==> src/hw/spc_regs_map.svh <==
// Purpose: offsets, field positions and reset values of the slot registers
// Assumes: byte-wide register port, command code selects the register
// Notes: definitions only
`ifndef SPC_REGS_MAP_SVH
`define SPC_REGS_MAP_SVH

`define SPC_OFS_CTRL_A 8'h02
`define SPC_OFS_CTRL_B 8'h03
`define SPC_OFS_STAT_A 8'h04
`define SPC_OFS_STAT_B 8'h05

`define SPC_RST_CTRL 8'h00
`define SPC_RST_STAT 8'h00
`define SPC_RST_BYTE 8'h00

// control register fields
`define SPC_CTRL_AUX_PG 7
`define SPC_CTRL_MAIN_PG 6
`define SPC_CTRL_MAIN_ON 1
`define SPC_CTRL_AUX_ON 0

// status register fields; flags sit in the low five bits
`define SPC_STAT_FAULT_PIN 7
`define SPC_STAT_MAIN_STATE 6
`define SPC_STAT_AUX_STATE 5
`define SPC_STAT_FLAG_MSB 4

`endif

==> src/hw/spc_pkg.sv <==
// Purpose: shared types of the slot power register bank
// Assumes: nothing beyond the map header
// Notes: flag order is aux, minus 12, plus 12, five, three (msb first)
package spc_pkg;
  typedef logic [7:0] spc_byte_t;
  typedef logic [4:0] spc_flags_t;
endpackage

==> src/hw/spc_slot_power_regs.sv <==
// Purpose: per-slot power control and status registers of a two-slot
//   hot-plug power controller
// Assumes: byte reads and writes by command code from a management bus
//   front end on the same clock; every slot signal arrives from pins
// Notes: index 0 is slot A, index 1 is slot B
`timescale 1ns/10ps
`include "spc_regs_map.svh"

// Notes on behaviour
// Ctrl bits 7/6 read aux/main power good, 5..2 zero, 1/0 main/aux on.
// After reset both control registers are zero, all supplies off.
// Codes 02h, 03h, 04h select ctrl A, ctrl B, status A, read and write.
// Status A: fault pin, main state, aux state in 7..5, flags in 4..0.
// Status bits 4..0 flag aux, -12 V, +12 V, 5 V and 3 V overcurrent.
// Writing one to a flag clears it; the interrupt output releases once no flag of either slot is set.
// Reading a status register does not touch the slot fault pin.
// Slot B status has the same layout as slot A.
// The fault pin status bit reads one while the fault pin is low.
// A slot under bus path control keeps fault bit and fault pin inactive.
// A flag is set by a supply trip and stays set until written with one.
module spc_slot_power_regs (
  input wire logic clock,
  input wire logic sys_rst,
  input wire logic regWrite,
  input wire logic regRead,
  input wire logic [7:0] regAddr,
  input wire logic [7:0] regWdata,
  output logic [7:0] regRdata,
  output logic regRvalid,
  input wire logic [1:0] mainPowerGood,
  input wire logic [1:0] auxPowerGood,
  input wire logic [1:0] mainOutState,
  input wire logic [1:0] auxOutState,
  input wire logic [1:0] smbusPathCtrl,
  input wire logic [9:0] overcurrentTrip,
  input wire logic [1:0] faultPinIn,
  output logic [1:0] faultPinOut,
  output logic [1:0] faultPinOe,
  output logic [1:0] mainOn,
  output logic [1:0] auxOn,
  output logic intOutN
);

  localparam int SyncW = 22;

  logic [SyncW-1:0] syncA_r;
  logic [SyncW-1:0] syncB_r;
  logic [1:0] mainOn_r;
  logic [1:0] auxOn_r;
  spc_pkg::spc_flags_t flags_r [2];
  spc_pkg::spc_flags_t flags_nxt [2];
  spc_pkg::spc_byte_t regRdata_r;
  logic regRvalid_r;
  logic [1:0] faultPinOe_r;
  logic [1:0] faultPinOut_r;
  logic intOutN_r;

  logic [1:0] pgMain;
  logic [1:0] pgAux;
  logic [1:0] stMain;
  logic [1:0] stAux;
  logic [1:0] smbCtrl;
  logic [1:0] faultLow;
  logic [9:0] trip;

  // pins are asynchronous to clock; only syncB_r is read
  always_ff @(posedge clock) begin
    if (sys_rst) begin
      syncA_r <= '0;
      syncB_r <= '0;
    end else begin
      syncA_r <= {mainPowerGood, auxPowerGood, mainOutState, auxOutState,
                  smbusPathCtrl, overcurrentTrip, ~faultPinIn};
      syncB_r <= syncA_r;
    end
  end

  assign pgMain = syncB_r[21:20];
  assign pgAux = syncB_r[19:18];
  assign stMain = syncB_r[17:16];
  assign stAux = syncB_r[15:14];
  assign smbCtrl = syncB_r[13:12];
  assign trip = syncB_r[11:2];
  assign faultLow = syncB_r[1:0];

  function automatic spc_pkg::spc_byte_t ctrlByte(input logic s);
    ctrlByte = `SPC_RST_BYTE;
    ctrlByte[`SPC_CTRL_AUX_PG] = pgAux[s];
    ctrlByte[`SPC_CTRL_MAIN_PG] = pgMain[s];
    ctrlByte[`SPC_CTRL_MAIN_ON] = mainOn_r[s];
    ctrlByte[`SPC_CTRL_AUX_ON] = auxOn_r[s];
  endfunction

  function automatic spc_pkg::spc_byte_t statByte(input logic s);
    statByte = `SPC_RST_BYTE;
    // bus-controlled slot never reports the pin
    statByte[`SPC_STAT_FAULT_PIN] = faultLow[s] & ~smbCtrl[s];
    statByte[`SPC_STAT_MAIN_STATE] = stMain[s];
    statByte[`SPC_STAT_AUX_STATE] = stAux[s];
    statByte[`SPC_STAT_FLAG_MSB:0] = flags_r[s];
  endfunction

  // control registers
  always_ff @(posedge clock) begin
    if (sys_rst) begin
      mainOn_r <= 2'h0;
      auxOn_r <= 2'h0;
    end else if (regWrite) begin
      if (regAddr == `SPC_OFS_CTRL_A) begin
        mainOn_r[0] <= regWdata[`SPC_CTRL_MAIN_ON];
        auxOn_r[0] <= regWdata[`SPC_CTRL_AUX_ON];
      end
      if (regAddr == `SPC_OFS_CTRL_B) begin
        mainOn_r[1] <= regWdata[`SPC_CTRL_MAIN_ON];
        auxOn_r[1] <= regWdata[`SPC_CTRL_AUX_ON];
      end
    end
  end

  // sticky flags; a trip in the clearing cycle wins over the clear
  always_comb begin
    for (int s = 0; s < 2; s++) begin
      flags_nxt[s] = flags_r[s] | trip[s*5 +: 5];
    end
    if (regWrite && regAddr == `SPC_OFS_STAT_A) begin
      flags_nxt[0] = (flags_r[0] & ~regWdata[4:0]) | trip[4:0];
    end
    if (regWrite && regAddr == `SPC_OFS_STAT_B) begin
      flags_nxt[1] = (flags_r[1] & ~regWdata[4:0]) | trip[9:5];
    end
  end

  always_ff @(posedge clock) begin
    if (sys_rst) begin
      flags_r[0] <= 5'h00;
      flags_r[1] <= 5'h00;
    end else begin
      flags_r[0] <= flags_nxt[0];
      flags_r[1] <= flags_nxt[1];
    end
  end

  // read port: answer one cycle after the strobe, unmapped reads zero
  always_ff @(posedge clock) begin
    if (sys_rst) begin
      regRdata_r <= `SPC_RST_BYTE;
      regRvalid_r <= 1'b0;
    end else begin
      regRvalid_r <= regRead;
      if (regRead) begin
        unique case (regAddr)
          `SPC_OFS_CTRL_A: regRdata_r <= ctrlByte(1'b0);
          `SPC_OFS_CTRL_B: regRdata_r <= ctrlByte(1'b1);
          `SPC_OFS_STAT_A: regRdata_r <= statByte(1'b0);
          `SPC_OFS_STAT_B: regRdata_r <= statByte(1'b1);
          default: regRdata_r <= `SPC_RST_BYTE;
        endcase
      end
    end
  end

  // fault pin follows the flags and bus path control, never the read strobe
  always_ff @(posedge clock) begin
    if (sys_rst) begin
      faultPinOe_r <= 2'h0;
      faultPinOut_r <= 2'h0;
    end else begin
      faultPinOut_r <= 2'h0;
      faultPinOe_r[0] <= (|flags_r[0]) & ~smbCtrl[0];
      faultPinOe_r[1] <= (|flags_r[1]) & ~smbCtrl[1];
    end
  end

  always_ff @(posedge clock) begin
    if (sys_rst) begin
      intOutN_r <= 1'b1;
    end else begin
      intOutN_r <= ~(|flags_r[0] | |flags_r[1]);
    end
  end

  assign regRdata = regRdata_r;
  assign regRvalid = regRvalid_r;
  assign mainOn = mainOn_r;
  assign auxOn = auxOn_r;
  assign faultPinOe = faultPinOe_r;
  assign faultPinOut = faultPinOut_r;
  assign intOutN = intOutN_r;
endmodule // spc_slot_power_regs

==> config.mk <==
export PLATFORM = sky130hd
export DESIGN_NAME = spc_slot_power_regs
export DESIGN_NICKNAME = d
export VERILOG_FILES = /design/src/hw/spc_pkg.sv /design/src/hw/spc_slot_power_regs.sv
export VERILOG_INCLUDE_DIRS = /design/src /design/src/hw
export SDC_FILE = /design/constraint.sdc
export NUM_CORES = 1
export LEC_CHECK = 0
export BUFFER_PORTS_ARGS = -buffer_cell sky130_fd_sc_hd__buf_2
export CORE_UTILIZATION = 46
export CTS_CLUSTER_SIZE = 30
export DETAILED_ROUTE_END_ITERATION = 10
export PLACE_DENSITY = 0.8
export SYNTH_ARGS = -nofsm -noshare
export SYNTH_HDL_FRONTEND = slang
export SYNTH_SLANG_ARGS = --single-unit
==> constraint.sdc <==
create_clock -name clock -period 1.9 [get_ports clock]
set_input_delay 0.57 -clock clock [delete_from_list [all_inputs] [get_ports clock]]
set_output_delay 0.57 -clock clock [all_outputs]
set_load 0.01 [all_outputs]
==> results.py <==
metrics = {
    "global_route": {
        "grt-ovfl-total": 0,
        "grt_start_max_net_pins": 33,
        "grt_pass1_vias": 1510,
        "grt_pass1_wl_um": 6472,
        "track_usage": 0.1672,
        "antenna_found_initial": 0,
    },
    "synthesis": {
        "syn_inst": 226,
        "ys_types": 29,
        "yosysWarnings": 0,
        "yosys-top-cells-area": "dfxtp_1, nor2b_1, mux2i_1, nor2_1, a211oi_1",
        "ys_seq_area_frac": 0.5910,
        "synth.largest_area_cell": "dfxtp_1",
        "syn_avg_cell_area_um2": 10.49,
        "synth_seq_cells": 70,
        "synth.cell_area_mm2": 0.002371,
        "yosysTopAreaCellShare": 0.5910,
    },
    "timing": {
        "timing.final.ws_setup_ns": 0.1326,
        "setup_viol": 0,
        "layout_min_cycle_time_ns": 1.767,
        "fmax_mhz": 565.8,
        "timing_hold_violations_final": 0,
        "rsz0062_at_grt": "false",
        "final_max_slew_viol_count": 0,
        "clock-skew-final_ns": 0.008292,
        "final.period_utilization": 0.9302,
    },
    "clocking": {
        "numCtsBuffers": 9,
        "htreeDepth": 3,
        "postCtsSetupRepairBufs": 0,
        "clock_path_buffers": 2,
        "cts-hold-fix-buffers": 0,
        "cts_sinks": 70,
        "cts-root-buf": "clkbuf_8",
        "cts_resized": 0,
        "cts.clk_slew.worst_paths_ns": 0.07,
        "cts_tree": "yes",
        "clk_latency_ns": 0.33,
    },
    "layout": {
        "fin_util": 0.6057,
        "stdcell_area_mm2": 0.002937,
        "area_delta_synth_final_pct": 23.85,
        "fin_cells": 359,
        "antennaDiodeCount": 0,
        "drive_above_1_share": 0.2740,
        "final_nets": 329,
    },
    "drt": {
        "antenna_left": 0,
        "viasPerCell": 4.638,
        "vias": 1665,
        "drt_iter0_drc": 116,
        "wl_per_cell_um": 11.26,
        "first_pass_iters": 4,
        "wl_um": 4044,
        "drc_errors": 0,
    },
    "worst_setup_path": {
        "required_ns": 2.11,
        "crit_fanout": 5,
        "slowest_stage": "or4_4",
        "worst_path_largest_cell_delay_ns": 0.59,
        "arrival_ns": 1.98,
        "startpoint_type": "input pin",
        "endpoint_kind": "flop",
        "path_class": "in -> reg",
        "crit_chain": "buf_2 > or4_4 > buf_4 > nor4_4 > mux2i_1 > nor2_1",
    },
    "floorplan": {
        "core-area_mm2": 0.004848,
        "pin_count": 60,
        "start_util": 0.4890,
        "die_h_um": 73.80,
        "die_w_um": 73.80,
        "rows": 25,
        "die_area_mm2": 0.005446,
    },
    "flow_run": {
        "cap_viol_max_count": 0,
    },
    "power": {
        "power.density_mw_per_mm2": 994.5,
        "leakagePower_nw": 1.271,
        "fin_total_pwr_mw": 2.920,
        "vdd_ir_drop_max_v": 0.0006056,
    },
    "placement": {
        "dp.cells": 343,
        "placed_area_mm2": 0.002735,
        "dpl_worst_slack_ns": -0.2261,
        "gp_congestion": 0.8352,
        "io_buffer_count": 54,
        "hpwl_um": 2948,
    },
    "worst_hold_path": {
        "hold_class": "in -> reg",
    },
    "status": {
        "status": "finished clean",
    },
}
cells in the final DEF (no fill, tap or decap), types with 3 or more instances in the layout:
cell / instances
o22ai_1: 4
nand2_1: 9
nor2b_1: 43
nor2_1: 25
buf_4: 5
buf_2: 54
o21ai_1: 5
mux2i_1: 15
dfxtp_1: 70
a21oi_1: 5
a22oi_1: 3
clkbuf_8: 11
o21ai_0: 4
inv_1: 8
a211oi_1: 5
metrics by stage:
stage | TNS (ns) | hold WS [ns]
after CTS | 0 | 0.3749
after global placement | -1.726 | 0.4194
after floorplan | -0.2044 | 0.4013
after global routing | 0 | 0.3766
final | 0 | 0.3855
after detailed placement | -2.144 | 0.4204
layout make-up:
| class | instances | area, um2 |
|---|---|---|
| Inverter | 8 | 30.03 |
| Sequential cell | 70 | 1401 |
| Clock buffer | 13 | 158.9 |
| Multi-Input combinational cell | 138 | 892.1 |
| Fill cell | 409 | 1912 |
| Clock inverter | 3 | 42.54 |
| Tap cell | 67 | 83.83 |
| Timing Repair Buffer | 60 | 327.8 |
sequential cells by signal, summed over array words and instances, names as in the netlist:
name and count:
syncB_r 22, regRdata 8, mainOn 2, flags_r 10, regRvalid 1, intOutN 1
syncA_r 22, faultPinOe 2, auxOn 2
worst paths after layout:
check,endpoint,from,cells past startpoint,slack (ns)
min reg2reg,flags_r[0][4],syncB_r[6],2,0.42
max reg2reg,faultPinOe[0],flags_r[0][3],3,0.64
max,auxOn[0],regAddr[4],6,0.13
min,syncA_r[0],faultPinIn[0],2,0.39
critical path, delay by kind of cell:
kind / cells / cell delay [ns]
buffers and inverters: 2 / 0.28
muxes: 1 / 0.22
and+or+nand+nor: 3 / 0.92
kinds of logic (layout without fill, tap and decap cells):
kind of cell	Yosys count	count (layout)	share of synthesized area
AND/OR/NAND/NOR	91	91	0.2222
flip-flops	70	70	0.5910
AO/OA/AOI/OAI	30	30	0.08760
buffers and inverters	19	84	0.03430
multiplexers	15	15	0.06332
other	1	2	0.001582
per-layer routing:
metal	global-route usage	wire length, um	vias to the layer above
met1	0.1948	1829	720
met4	0.1453	137	0
li1	-	-	867
met3	0.04252	282	12
met2	0.2548	1794	66
met5	0	0	-
synth_stat cells, drive strengths merged:
master,instances
nor3,2
conb,1
nor4,1
nand2b,2
inv,8
nand2,9
clkbuf,7
buf,4
dfxtp,70
a21o,1
nor2,25
o21ai,9
nor4b,1
a2111oi,1
mux2i,15
nand3b,1
a21oi,5
a211oi,5
and3,2
nand3,1
a22oi,3
or4,4
a32oi,1
o22ai,4
nor2b,43
a31o,1
power breakdown:
group / internal [mW] / switching, mW
clock: 0.677 / 0.492
sequential: 1.53 / 0.0212
combinational: 0.0963 / 0.104
total: 2.30 / 0.617
Power figures use the tool's default switching activity.
